## config.mk

```make
export PLATFORM = sky130hd
export DESIGN_NAME = adcs_adc_control
export DESIGN_NICKNAME = d
export VERILOG_FILES = /design/src/shared/adcs_pkg.sv /design/src/adcs_adc_control.sv
export SDC_FILE = /design/constraint.sdc
export NUM_CORES = 1
export LEC_CHECK = 0
export BUFFER_PORTS_ARGS = -buffer_cell sky130_fd_sc_hd__buf_2
export CAP_MARGIN = 20
export CELL_PAD_IN_SITES_DETAIL_PLACEMENT = 2
export CELL_PAD_IN_SITES_GLOBAL_PLACEMENT = 2
export CORE_MARGIN = 2
export CORE_UTILIZATION = 33
export DETAILED_ROUTE_END_ITERATION = 10
export PLACE_DENSITY_LB_ADDON = 0.1
export SLEW_MARGIN = 25
export SYNTH_ARGS = -nofsm -noshare
export SYNTH_HDL_FRONTEND = slang
export SYNTH_SLANG_ARGS = --single-unit
```

## constraint.sdc

```tcl
create_clock -name clk -period 4.1 [get_ports clk]
set_input_delay 1.23 -clock clk [delete_from_list [all_inputs] [get_ports clk]]
set_output_delay 1.23 -clock clk [all_outputs]
set_load 0.1 [all_outputs]
```

## src/shared/adcs_pkg.sv

```systemverilog
// shared constants, types and state layout of the converter control block
package adcs_pkg;

   // ******************************************************
   // register indices (byte address is four times the index)
   // ******************************************************
   localparam logic [11:0] IDX_CMD_STATUS  = 12'hF70;
   localparam logic [11:0] IDX_MODE_CONFIG = 12'hF71;
   localparam logic [11:0] IDX_RESULT_HIGH = 12'hF74;
   localparam logic [11:0] IDX_RESULT_LOW  = 12'hF75;
   localparam logic [11:0] IDX_SEL_HIGH    = 12'hF76;
   localparam logic [11:0] IDX_SEL_LOW     = 12'hF77;
   localparam logic [11:0] IDX_WIN_UP_HIGH = 12'hF78;
   localparam logic [11:0] IDX_WIN_UP_LOW  = 12'hF79;
   localparam logic [11:0] IDX_WIN_LO_HIGH = 12'hF7A;
   localparam logic [11:0] IDX_WIN_LO_LOW  = 12'hF7B;

   // ******************************************************
   // field positions and reset values
   // ******************************************************
   localparam int START_HI       = 7;
   localparam int START_LO       = 6;
   localparam int DMA_SEL_BIT    = 5;
   localparam int IRQ_SEL_BIT    = 4;
   localparam int CONT_BIT       = 3;
   localparam int AVG_EN_BIT     = 2;
   localparam int AVG_CNT_HI     = 1;
   localparam int AVG_CNT_LO     = 0;
   localparam int POWER_HI       = 7;
   localparam int POWER_LO       = 6;
   localparam int SCAN_BIT       = 5;
   localparam int ARRANGE_HI     = 4;
   localparam int ARRANGE_LO     = 3;
   localparam int FORMAT_BIT     = 2;
   localparam int RES_BIT        = 1;
   localparam logic [7:0]  CMD_STATUS_RST  = 8'h00;
   localparam logic [7:0]  MODE_CONFIG_RST = 8'h00;
   localparam logic [15:0] WIN_UPPER_RST   = 16'hFFFF;
   localparam logic [15:0] WIN_LOWER_RST   = 16'h0000;

   // start/busy codes and power codes
   localparam logic [1:0] START_IDLE     = 2'h0;
   localparam logic [1:0] START_CONVERT  = 2'h1;
   localparam logic [1:0] START_CAL_OFFS = 2'h2;
   localparam logic [1:0] START_CAL_GAIN = 2'h3;
   localparam logic [1:0] POWER_FAST     = 2'h0;
   localparam logic [1:0] POWER_LOW      = 2'h2;

   // result arithmetic
   localparam int          RAW_W     = 14;
   localparam int          NCHAN     = 15;
   localparam logic [15:0] MID_14BIT = 16'h2000;
   localparam logic [15:0] MID_12BIT = 16'h0800;

   typedef enum logic [1:0] {ST_IDLE, ST_CONV_WAIT, ST_CAL_WAIT} adcs_state_e;

   // request toward the analog front end
   typedef struct packed {
      logic             convReq;
      logic             calReq;
      logic             calGain;
      logic [3:0]       channel;
      logic [1:0]       inputArrangement;
      logic [1:0]       powerLevel;
      logic             resolution14;
   } adcs_fe_req_s;

   // answer from the analog front end
   typedef struct packed {
      logic             done;
      logic [RAW_W-1:0] data;
   } adcs_fe_ans_s;

   // whole state of the control block
   typedef struct packed {
      adcs_state_e st;
      logic [7:0]  cmdStatus;
      logic [7:0]  modeConfig;
      logic [6:0]  selHigh;
      logic [7:0]  selLow;
      logic [15:0] winUpper;
      logic [15:0] winLower;
      logic [15:0] result;
      logic        dmaReq;
      logic        irqPulse;
      logic        ack;
      logic [31:0] rdData;
      logic [3:0]  chan;
      logic [14:0] pending;
      logic [4:0]  smpCnt;
      logic [17:0] acc;
      logic        convReq;
      logic        calReq;
   } adcs_state_s;

endpackage : adcs_pkg

```

## src/adcs_adc_control.sv

```systemverilog
// converter control and status registers with Avalon-MM slave
//
// Summary of operation
// RL1 - start/busy field reads 00 when idle and ready for a command
// RL2 - writing 01 starts a conversion; field reads 01 while converting
// RL3 - writing 10 starts offset calibration; field reads 10 meanwhile
// RL4 - software selects 14-bit resolution before starting offset calibration
// RL5 - writing 11 starts gain calibration; field reads 11 meanwhile
// RL6 - dma select 0: reading result low byte drops the dma request
// RL7 - dma select 1: reading result high byte drops the dma request
// RL8 - interrupt select 0: window only; 1: end of conversion and window
// RL9 - averaging enable combines several samples per result, else one sample
// RL10 - sample count 00/01/10/11 gives 2/4/8/16 samples per result
// RL11 - power field 00 fast, 10 low power; reserved codes not written
// RL12 - scan bit converts each flagged input in turn; clear disables scanning
// RL13 - input arrangement field selects one of four input configurations
// RL14 - format 0 unsigned, 1 two's complement sign-extended result
// RL15 - resolution bit: clear single-pass 12-bit, set two-pass 14-bit
// RL16 - software writes 1 into reserved bit 0 of mode register
// RL17 - dma request raised on each new result, held until selected read
// RL18 - outside-window on fresh result above upper or below lower threshold
// RL19 - software starts calibration only with continuous conversion clear
// RL20 - field clears on finish; continuous mode keeps restarting conversions
// RL21 - averaged result is the mean, at configured resolution and format
`timescale 1ns/1ps

module adcs_adc_control
   import adcs_pkg::*;
#(
   parameter int ADDR_W = 14
) (
   input  wire logic                clk,
   input  wire logic                rst_b,
   input  wire logic [ADDR_W-1:0]   avs_address,
   input  wire logic                avs_read,
   input  wire logic                avs_write,
   input  wire logic [31:0]         avs_writedata,
   output      logic [31:0]         avs_readdata,
   output      logic                avs_waitrequest,
   output      adcs_fe_req_s        feReq,
   input  wire adcs_fe_ans_s        feAns,
   output      logic                dmaReq,
   output      logic                irqPulse
);

   // ******************************************************
   // elaboration checks
   // ******************************************************
   if (ADDR_W < 14) begin : g_addr_check
      $error("adcs_adc_control: ADDR_W must be at least 14");
   end

   // ******************************************************
   // helper functions
   // ******************************************************

   // lowest flagged input of a scan mask
   function automatic logic [3:0] lowestSet(input logic [14:0] mask);
      logic [3:0] idx;
      idx = 4'h0;
      for (int i = NCHAN - 1; i >= 0; i--) begin
         if (mask[i]) begin
            idx = 4'(i);
         end
      end
      return idx;
   endfunction : lowestSet

   // mask with one input removed
   function automatic logic [14:0] dropBit(input logic [14:0] mask, input logic [3:0] idx);
      logic [14:0] m;
      m = mask;
      m[idx] = 1'b0;
      return m;
   endfunction : dropBit

   // unsigned value at the chosen resolution
   function automatic logic [15:0] plainValue(input logic [13:0] avg, input logic res14);
      return res14 ? {2'h0, avg} : {4'h0, avg[13:2]};  // see RL15
   endfunction : plainValue

   // presented value in the chosen format
   function automatic logic [15:0] fmtValue(input logic [13:0] avg, input logic res14, input logic sgn);
      logic [15:0] u;
      u = plainValue(avg, res14);
      if (sgn) begin
         return u - (res14 ? MID_14BIT : MID_12BIT);  // see RL14
      end
      return u;
   endfunction : fmtValue

   // ******************************************************
   // state and decode signals
   // ******************************************************
   adcs_state_s     s_ff;
   adcs_state_s     nxt_s;
   logic [11:0]     regIdx;
   logic            aligned;
   logic            taken;
   logic [7:0]      regRead;
   logic [14:0]     scanMask;
   logic            scanOn;
   logic            doConvStart;
   logic            resetSamples;
   logic [4:0]      nSamples;
   logic [2:0]      avgShift;
   logic [17:0]     sum;
   logic [17:0]     shifted;
   logic [13:0]     avg;
   logic [15:0]     uVal;
   logic            outside;

   // register index decode and scan mask
   assign regIdx   = avs_address[13:2];
   assign aligned  = (avs_address[1:0] == 2'h0) && (avs_address[ADDR_W-1:2] == (ADDR_W-2)'(regIdx));
   assign scanMask = {s_ff.selHigh, s_ff.selLow};
   assign scanOn   = s_ff.modeConfig[SCAN_BIT];

   // handshake: one wait cycle, then the request is taken
   assign avs_waitrequest = (avs_read || avs_write) && !s_ff.ack;
   assign taken           = (avs_read || avs_write) && s_ff.ack;

   // register read multiplexer, unmapped reads return zero
   always_comb begin
      regRead = 8'h00;
      if (aligned) begin
         case (regIdx)
            IDX_CMD_STATUS:  regRead = s_ff.cmdStatus;  // see RL1
            IDX_MODE_CONFIG: regRead = s_ff.modeConfig;
            IDX_RESULT_HIGH: regRead = s_ff.result[15:8];
            IDX_RESULT_LOW:  regRead = s_ff.result[7:0];
            IDX_SEL_HIGH:    regRead = {1'b0, s_ff.selHigh};
            IDX_SEL_LOW:     regRead = s_ff.selLow;
            IDX_WIN_UP_HIGH: regRead = s_ff.winUpper[15:8];
            IDX_WIN_UP_LOW:  regRead = s_ff.winUpper[7:0];
            IDX_WIN_LO_HIGH: regRead = s_ff.winLower[15:8];
            IDX_WIN_LO_LOW:  regRead = s_ff.winLower[7:0];
            default:         regRead = 8'h00;
         endcase
      end
   end

   // averaging arithmetic on the incoming sample
   always_comb begin
      avgShift = s_ff.cmdStatus[AVG_EN_BIT] ? (3'(s_ff.cmdStatus[AVG_CNT_HI:AVG_CNT_LO]) + 3'h1) : 3'h0;  // see RL9
      nSamples = 5'h1 << avgShift;  // see RL10
      sum      = s_ff.acc + 18'(feAns.data);
      shifted  = sum >> avgShift;  // see RL21
      avg      = shifted[13:0];
      uVal     = plainValue(avg, s_ff.modeConfig[RES_BIT]);
      outside  = (uVal > s_ff.winUpper) || (uVal < s_ff.winLower);  // see RL18
   end

   // ******************************************************
   // next-state logic
   // ******************************************************
   always_comb begin
      nxt_s          = s_ff;
      nxt_s.convReq  = 1'b0;
      nxt_s.calReq   = 1'b0;
      nxt_s.irqPulse = 1'b0;
      nxt_s.ack      = avs_waitrequest;
      doConvStart    = 1'b0;
      resetSamples   = 1'b0;

      // read data sampled during the wait cycle
      if (avs_waitrequest && avs_read) begin
         nxt_s.rdData = {24'h000000, regRead};
      end

      // register writes
      if (taken && avs_write && aligned) begin
         case (regIdx)
            IDX_CMD_STATUS: begin
               nxt_s.cmdStatus[DMA_SEL_BIT:0] = avs_writedata[DMA_SEL_BIT:0];
               if (s_ff.st == ST_IDLE) begin
                  case (avs_writedata[START_HI:START_LO])
                     START_CONVERT: begin
                        doConvStart = 1'b1;  // see RL2
                     end
                     START_CAL_OFFS, START_CAL_GAIN: begin
                        nxt_s.cmdStatus[START_HI:START_LO] = avs_writedata[START_HI:START_LO];  // see RL3 see RL5
                        nxt_s.calReq = 1'b1;
                        nxt_s.st     = ST_CAL_WAIT;
                     end
                     default: begin
                     end
                  endcase
               end
            end
            IDX_MODE_CONFIG: begin
               nxt_s.modeConfig[SCAN_BIT:0] = avs_writedata[SCAN_BIT:0];
               // reserved power codes leave the level unchanged
               if (avs_writedata[POWER_LO] == 1'b0) begin
                  nxt_s.modeConfig[POWER_HI:POWER_LO] = avs_writedata[POWER_HI:POWER_LO];  // see RL11
               end
            end
            IDX_SEL_HIGH:    nxt_s.selHigh         = avs_writedata[6:0];
            IDX_SEL_LOW:     nxt_s.selLow          = avs_writedata[7:0];
            IDX_WIN_UP_HIGH: nxt_s.winUpper[15:8]  = avs_writedata[7:0];
            IDX_WIN_UP_LOW:  nxt_s.winUpper[7:0]   = avs_writedata[7:0];
            IDX_WIN_LO_HIGH: nxt_s.winLower[15:8]  = avs_writedata[7:0];
            IDX_WIN_LO_LOW:  nxt_s.winLower[7:0]   = avs_writedata[7:0];
            default: begin
            end
         endcase
      end

      // selected result byte read drops the dma request
      // a new result on the same edge sets it again, set wins
      if (taken && avs_read && aligned) begin
         if (!s_ff.cmdStatus[DMA_SEL_BIT] && regIdx == IDX_RESULT_LOW) begin
            nxt_s.dmaReq = 1'b0;  // see RL6
         end
         if (s_ff.cmdStatus[DMA_SEL_BIT] && regIdx == IDX_RESULT_HIGH) begin
            nxt_s.dmaReq = 1'b0;  // see RL7
         end
      end

      // sequencing of conversions and calibrations
      case (s_ff.st)
         ST_IDLE: begin
            // a done pulse while idle is ignored
         end
         ST_CONV_WAIT: begin
            // accumulate until the selected sample count is reached
            if (feAns.done) begin
               if (nxt_s.smpCnt + 5'h1 < nSamples) begin
                  nxt_s.acc     = sum;  // see RL9
                  nxt_s.smpCnt  = s_ff.smpCnt + 5'h1;
                  nxt_s.convReq = 1'b1;
               end else begin
                  nxt_s.result   = fmtValue(avg, s_ff.modeConfig[RES_BIT], s_ff.modeConfig[FORMAT_BIT]);  // see RL21
                  nxt_s.dmaReq   = 1'b1;  // see RL17
                  nxt_s.irqPulse = s_ff.cmdStatus[IRQ_SEL_BIT] || outside;  // see RL8
                  if (scanOn && s_ff.pending != 15'h0000) begin
                     nxt_s.chan    = lowestSet(s_ff.pending);  // see RL12
                     nxt_s.pending = dropBit(s_ff.pending, lowestSet(s_ff.pending));
                     nxt_s.convReq = 1'b1;
                     resetSamples  = 1'b1;
                  end else if (s_ff.cmdStatus[CONT_BIT]) begin
                     doConvStart = 1'b1;  // see RL20
                  end else begin
                     nxt_s.cmdStatus[START_HI:START_LO] = START_IDLE;  // see RL20
                     nxt_s.st = ST_IDLE;
                  end
               end
            end
         end
         ST_CAL_WAIT: begin
            // offset result stays in the front end
            if (feAns.done) begin
               // gain factor is left in the result registers, no dma request
               if (s_ff.cmdStatus[START_HI:START_LO] == START_CAL_GAIN) begin
                  nxt_s.result = {2'h0, feAns.data};
               end
               nxt_s.irqPulse = s_ff.cmdStatus[IRQ_SEL_BIT];  // see RL8
               nxt_s.cmdStatus[START_HI:START_LO] = START_IDLE;  // see RL20
               nxt_s.st = ST_IDLE;
            end
         end
         default: begin
            nxt_s.st = ST_IDLE;
         end
      endcase

      // launch of a conversion sequence, first input chosen here
      if (doConvStart) begin
         resetSamples = 1'b1;
         if (scanOn) begin
            if (scanMask != 15'h0000) begin
               nxt_s.chan    = lowestSet(scanMask);  // see RL12
               nxt_s.pending = dropBit(scanMask, lowestSet(scanMask));
               nxt_s.convReq = 1'b1;
               nxt_s.cmdStatus[START_HI:START_LO] = START_CONVERT;  // see RL2
               nxt_s.st = ST_CONV_WAIT;
            end else begin
               // nothing flagged: sequence ends at once
               nxt_s.cmdStatus[START_HI:START_LO] = START_IDLE;
               nxt_s.st = ST_IDLE;
            end
         end else begin
            nxt_s.chan    = s_ff.selLow[3:0];
            nxt_s.pending = 15'h0000;
            nxt_s.convReq = 1'b1;
            nxt_s.cmdStatus[START_HI:START_LO] = START_CONVERT;  // see RL2
            nxt_s.st = ST_CONV_WAIT;
         end
      end

      // fresh accumulator for each result
      if (resetSamples) begin
         nxt_s.acc    = 18'h00000;
         nxt_s.smpCnt = 5'h00;
      end
   end

   // ******************************************************
   // state register
   // ******************************************************
   always_ff @(posedge clk or negedge rst_b) begin
      if (!rst_b) begin
         s_ff <= '{st:         ST_IDLE,
                   cmdStatus:  CMD_STATUS_RST,
                   modeConfig: MODE_CONFIG_RST,
                   selHigh:    7'h00,
                   selLow:     8'h00,
                   winUpper:   WIN_UPPER_RST,
                   winLower:   WIN_LOWER_RST,
                   result:     16'h0000,
                   dmaReq:     1'b0,
                   irqPulse:   1'b0,
                   ack:        1'b0,
                   rdData:     32'h00000000,
                   chan:       4'h0,
                   pending:    15'h0000,
                   smpCnt:     5'h00,
                   acc:        18'h00000,
                   convReq:    1'b0,
                   calReq:     1'b0};
      end else begin
         s_ff <= nxt_s;
      end
   end

   // ******************************************************
   // outputs
   // ******************************************************
   // outputs taken from the state register
   assign avs_readdata              = s_ff.rdData;
   assign dmaReq                    = s_ff.dmaReq;
   assign irqPulse                  = s_ff.irqPulse;
   assign feReq.convReq             = s_ff.convReq;
   assign feReq.calReq              = s_ff.calReq;
   assign feReq.calGain             = (s_ff.cmdStatus[START_HI:START_LO] == START_CAL_GAIN);
   assign feReq.channel             = s_ff.chan;
   assign feReq.inputArrangement    = s_ff.modeConfig[ARRANGE_HI:ARRANGE_LO];  // see RL13
   assign feReq.powerLevel          = s_ff.modeConfig[POWER_HI:POWER_LO];  // see RL11
   assign feReq.resolution14        = s_ff.modeConfig[RES_BIT];  // see RL15

endmodule : adcs_adc_control

```

== After elaboration in Yosys (flattened, before gate mapping) ==
Cells that the tools add are included.
Word-level totals
  memories kept: 0
  bits in registers: 135
  word-level logic and storage cells: 213
  ROM bits: 0
  output and inout port bits: 47
  bits in writable memories: 0
  latch bits: 0
Cells by class
  eq/ne operators: 20
  bitwise operators: 5
  magnitude comparators: 7
  muxes and demuxes: 116
  multipliers: 0
  divide/modulo/power cells: 0
  add/subtract/negate cells: 4
  reduce and logical (&&, ||, !) cells: 37
  shift operators: 2
Operator list (count)
  4-bit 2-to-1 mux: 46
  12-bit == test, second input constant: 10
  19-bit 2-to-1 mux: 5
  43-bit 2-to-1 mux: 2
  8-bit one-hot mux with 10 select lines: 1
  65-bit 2-to-1 mux: 1
  16-bit 2-to-1 mux: 4
  8-bit 2-to-1 mux: 7
  23-bit 2-to-1 mux: 2
  18-bit 2-to-1 mux: 2
  1-bit 2-to-1 mux: 33
  16-bit one-hot mux with 2 select lines: 1
  15-bit AND: 2
  15-bit inverter: 2
  15-bit nonzero test: 2
  14-bit 2-to-1 mux: 2
  18-bit by 14-bit adder with 18-bit output: 1
  18-bit by 3-bit >> shifter with 14-bit output: 1
  16-bit > comparator: 1
  16-bit less-than comparator: 1
  2-bit AND reduction: 8
  14-bit by 14-bit subtractor with 15-bit output: 1
  1-bit logical AND: 12
  4-bit by 5-bit less-than comparator with 1-bit output, second input constant: 2
  other kinds (24): 42

== Depth between registers and ports, before layout ==
  word-level depth: 32
  mapped depth: 21
  mapped depth without buffers: 21

== Least setup slack after synthesis ==
No wires, ideal clock.
  kind: input to register
  from: input feAns[0] (netlist bit)
  to: register s_ff (netlist bit irqPulse)
  library setup time: 0.119 ns
  stages on the path: 18
  slack: -0.861 ns
  arrival time: 4.842 ns
  cell sequence: ha_1 inv_1 fa_1 nand2b_1 a21o_2 and3_1 o211a_1 nor3_1 nand2b_1 o211a_1 a2bb2oi_1 inv_1 ha_1 nand4_1 or4_1 a2111oi_0 a31oi_1 o21a_1
RTL lines
  from (decl): RTL line adcs_adc_control.sv:41  | input wire adcs_fe_ans_s feAns,
  to (signal assigned): RTL line adcs_adc_control.sv:303  | s_ff <= '{st: ST_IDLE,
  to (signal assigned): RTL line adcs_adc_control.sv:322  | s_ff <= nxt_s;
  to (decl): RTL line adcs_adc_control.sv:95  | adcs_state_s s_ff;

==> summary.md <==
| Metric | Value |
|---|---|
| Leakage | 5.70 nW |
| Vias in the first global route | 10.3k |
| Die H | 176 µm |
| XOR/XNOR Fraction of Synth Area | 1.85% |
| First-pass GRT wire length | 60900 µm |
| Worst setup SP type | input port |
| Buf+Inv Stages, Crit Path | 7 |
| CTS tree | done |
| Fmax | 206 MHz |
| Yosys warns | 0 |
| Initial antenna violation count | 1 |
| I/O Buffers | 62 |
| Area share of fa/ha/maj cells after synthesis | 6.72% |
| Failing checks | negative setup slack |
| Synth Area in Compound Gates | 23.7% |
| Seq/Total Area, Yosys | 34.4% |
| Worst setup EP type | flop |
| Antenna cells | 0 |
| Pin count of the biggest net entering global routing | 60 |
| Vias per cell | 5.60 |
| Top Family by Delay on Critical Path | compound AO/OA/AOI/OAI gates |
| DR WL/cell | 23.7 µm |
| Final worst slack | -747 ps |
| Post-Synth Simple-Gate Area | 16.1% |
| Clk slew on worst S/H paths | 60 ps |
| Grt ovf | 0 |
| Clock Skew | 13.7 ps |
| Drt first pass iters | 5 |
| Post-Route WL | 39700 µm |
| Initial Util | 33.3% |
| RSZ-0062 raised after global routing | yes |
| Period utilisation layout | 118% |
| Post-CTS Hold Fix Bufs | 0 |
| Die ar. | 0.0311 mm² |
| Total track usage | 25.7% |
| Clk sink count | 134 |
| H-tree Lvls | 4 |
| Placer Congestion | 0.863 |
| Synthesis-to-finish area growth | 25.9% |
| Tightest Hold Check Type | reg -> reg |
| TritonCTS buffer count | 17 |
| Final Cell Area | 0.0123 mm² |
| Worst EP required | 4480 ps |
| Outcome | complete, but fails checks |
| Hold Vio Cnt, Final | 0 |
| Max layer used | met4 |
| Fin nets | 1392 |
| Die width | 176 µm |
| Via count | 9397 |
| # rows | 63 |
| Placed wire-length estimate | 29800 µm |
| Mux cell area share after synthesis | 8.73% |
| Measured slew at the worst slew-check pin | 805 ps |
| Slew headroom | 46.3% |
| Post-synth ARST share | 100% |
| Iter 0 DRT Violations | 392 |
| Worst-path cell chain | buf_8 > ha_4 > inv_2 > fa_2 > nand2b_4 > a21o_4 > and3_4 > nor3_4 > mux2i_2 > buf_4 > mux2i_4 > buf_4 > buf_4 > buf_4 > nor3_2 > a221oi_2 > inv_1 > ha_1 > a21o_1 > a21o_1 > a21oi_2 > o32ai_2 > a31oi_1 > o21a_1 |
| Endpoints failing setup | 1 |
| Post-Syn Instances | 1093 |
| WP data arrival | 5220 ps |
| R2R Setup Slk | -310 ps |
| IO Pins | 112 |
| # DRC | 0 |
| CTS max path bufs | 2 |
| PD cells | 274 mW/mm² |
| Number of synthesized register bits | 134 |
| Share of layout cells above drive strength 1 | 32.5% |
| WL met3 | 1190 µm |
| Slowest-stage cell, CP | fa_2 |
| Min Tclk post-route | 4850 ps |
| Core Box Area | 0.0294 mm² |
| Main combinational cell family by area after synthesis | compound AO/OA/AOI/OAI gates |
| Worst skew pair latency | 440 ps |
| Top_reg_cell synth | dfrtp_1 |
| Peak supply drop | 0.240 mV |
| Metal1 wirelength | 16900 µm |
| Register area | 0.00337 mm² |
| Critical path's largest stage delay | 380 ps |
| Number of flops mapped to enable cells by yosys | 0 |
| Multi-input gate area | 0.00607 mm² |
| Synthesized area | 0.00980 mm² |
| DR WL met2 | 20000 µm |
| Cell Area, Placed | 0.0113 mm² |
| Avg Inst Size Synth | 8.97 µm² |
| Slew Limit Fails | 0 |
| Critical Path Fanout Max | 6 |
| Max-cap violation count | 0 |
| Root buffer cell | clkbuf_16 |
| Antenna viol nets, final | 0 |
| Distinct cells, synth | 83 |
| Pre-CTS WS | -1260 ps |
| CP dominant cell by count | buf_4 |
| # fillers | 3263 |
| Crit path kind | in -> reg |
## through the flow
| stage | cells | util [%] | setup TNS (ps) | total power, mW | hold WS [ps] |
|---|---|---|---|---|---|
| 3_5_place_dp | 1626 | 38.5 | -2280 | 1.87 | 468 |
| 3_3_place_gp | 1626 | 38.5 | -1650 | 1.86 | 461 |
| 2_1_floorplan | 1117 | - | -679 | 1.67 | 451 |
| 6_report | 1678 | 42.0 | -747 | 3.39 | 475 |
| 5_1_grt | 1678 | 42.0 | -882 | 3.50 | 508 |
| 4_1_cts | 1670 | 41.3 | -596 | 3.40 | 482 |
## what timing repair did
action,in CTS,in global routing
buffers inserted,12,9
pin swaps,28,32
endpoints found under the hold margin,0,0
resized for setup,40,28
setup endpoints to repair,1,36
## logic make-up (layout without fill, tap and decap cells)
family          after synthesis  in the layout
compound gates              332            332
xor+xnor                     19             19
other cells                   1             25
flops                       134            134
simple gates                330            330
mux                          74             74
fa+ha+maj                    52             52
buf+inv                     151            322
## layout make-up
type,instances,share of cell area (%)
clock inverter,8,0.619
clock buffer,24,3.82
sequential,134,27.4
timing repair buffer,236,13.4
multi-input combinational,832,49.2
inverter,54,1.64
tap,390,3.96
## metal layers
layer | GRT usage (%) | up-vias
met1 | 31.0 | 4809
met2 | 45.8 | 183
met5 | 0 | -
met4 | 11.0 | 0
met3 | 3.62 | 79
li1 | - | 4326
## power by group
part	switching [mW]	internal (mW)
Combinational	0.333	0.176
Sequential	0.0314	1.35
Clock	0.635	0.864
## state kept, by name (all words and copies together) (netlist names)
| signal | cells |
|---|---|
| feReq | 10 |
| dmaReq | 1 |
| s_ff | 114 |
| avs_readdata | 8 |
| irqPulse | 1 |
## cell usage in the layout, fill, tap and decap left out, drive strengths merged, types with 11 or more instances in the layout
cell type,count
mux2i,15
or3,11
a22o,13
a21o,15
a21oi,48
ha,51
xnor2,11
and3,17
inv,54
and2,14
mux2,56
o21a,11
buf,236
dfstp,16
nand3,31
a211oi,19
a31o,11
a22oi,22
nor2,74
nor3,22
clkbuf,24
dfrtp,118
a31oi,15
o21ai,76
a221oi,21
conb,25
nand2,104
nand2b,17
o211ai,22
## synthesized netlist by cell type (4+ instances only)
library cell	count	share of area, %
ha_1	51	6.5
nor2_1	73	2.8
o211a_1	5	0.51
and2_1	13	0.83
nand3_1	31	1.6
o21a_1	11	0.84
a21oi_1	45	2.3
nand4_1	8	0.51
dfrtp_1	118	30
mux2_2	53	6.1
a31o_1	4	0.36
o21ai_1	5	0.26
a221oi_1	20	1.8
a21o_1	14	1.1
nand3b_1	4	0.31
or3_1	11	0.70
a211oi_1	19	1.5
dfstp_2	16	4.3
mux2i_1	15	1.5
and3_1	17	1.1
buf_4	46	3.5
xnor2_1	9	0.80
o2111ai_1	4	0.36
nand2b_1	17	1.1
nor4_1	8	0.51
a22oi_1	22	1.7
inv_1	53	2.0
buf_2	13	0.66
nor2b_1	9	0.57
a31o_2	7	0.63
nand2_1	104	4.0
o22ai_1	4	0.26
a31oi_1	13	0.83
o31ai_1	6	0.46
o21bai_1	7	0.54
xor2_1	8	0.71
o211ai_1	22	1.7
a22o_1	13	1.2
clkbuf_1	29	1.1
o311ai_0	5	0.45
o21ai_0	69	3.5
clkbuf_8	5	0.70
nor3_1	21	1.1
## final timing paths
kind,endpoint,from,depth (start not counted)
setup / recovery,irqPulse,feAns[0],24
hold / removal,s_ff[76],s_ff[76],1
setup reg to reg,irqPulse,s_ff[2],23
hold reg to reg,s_ff[76],s_ff[76],1
max in group asynchronous,s_ff[120],rst_b,2
min in group asynchronous,s_ff[34],rst_b,1
No activity file was read; power rests on OpenSTA's default activity.
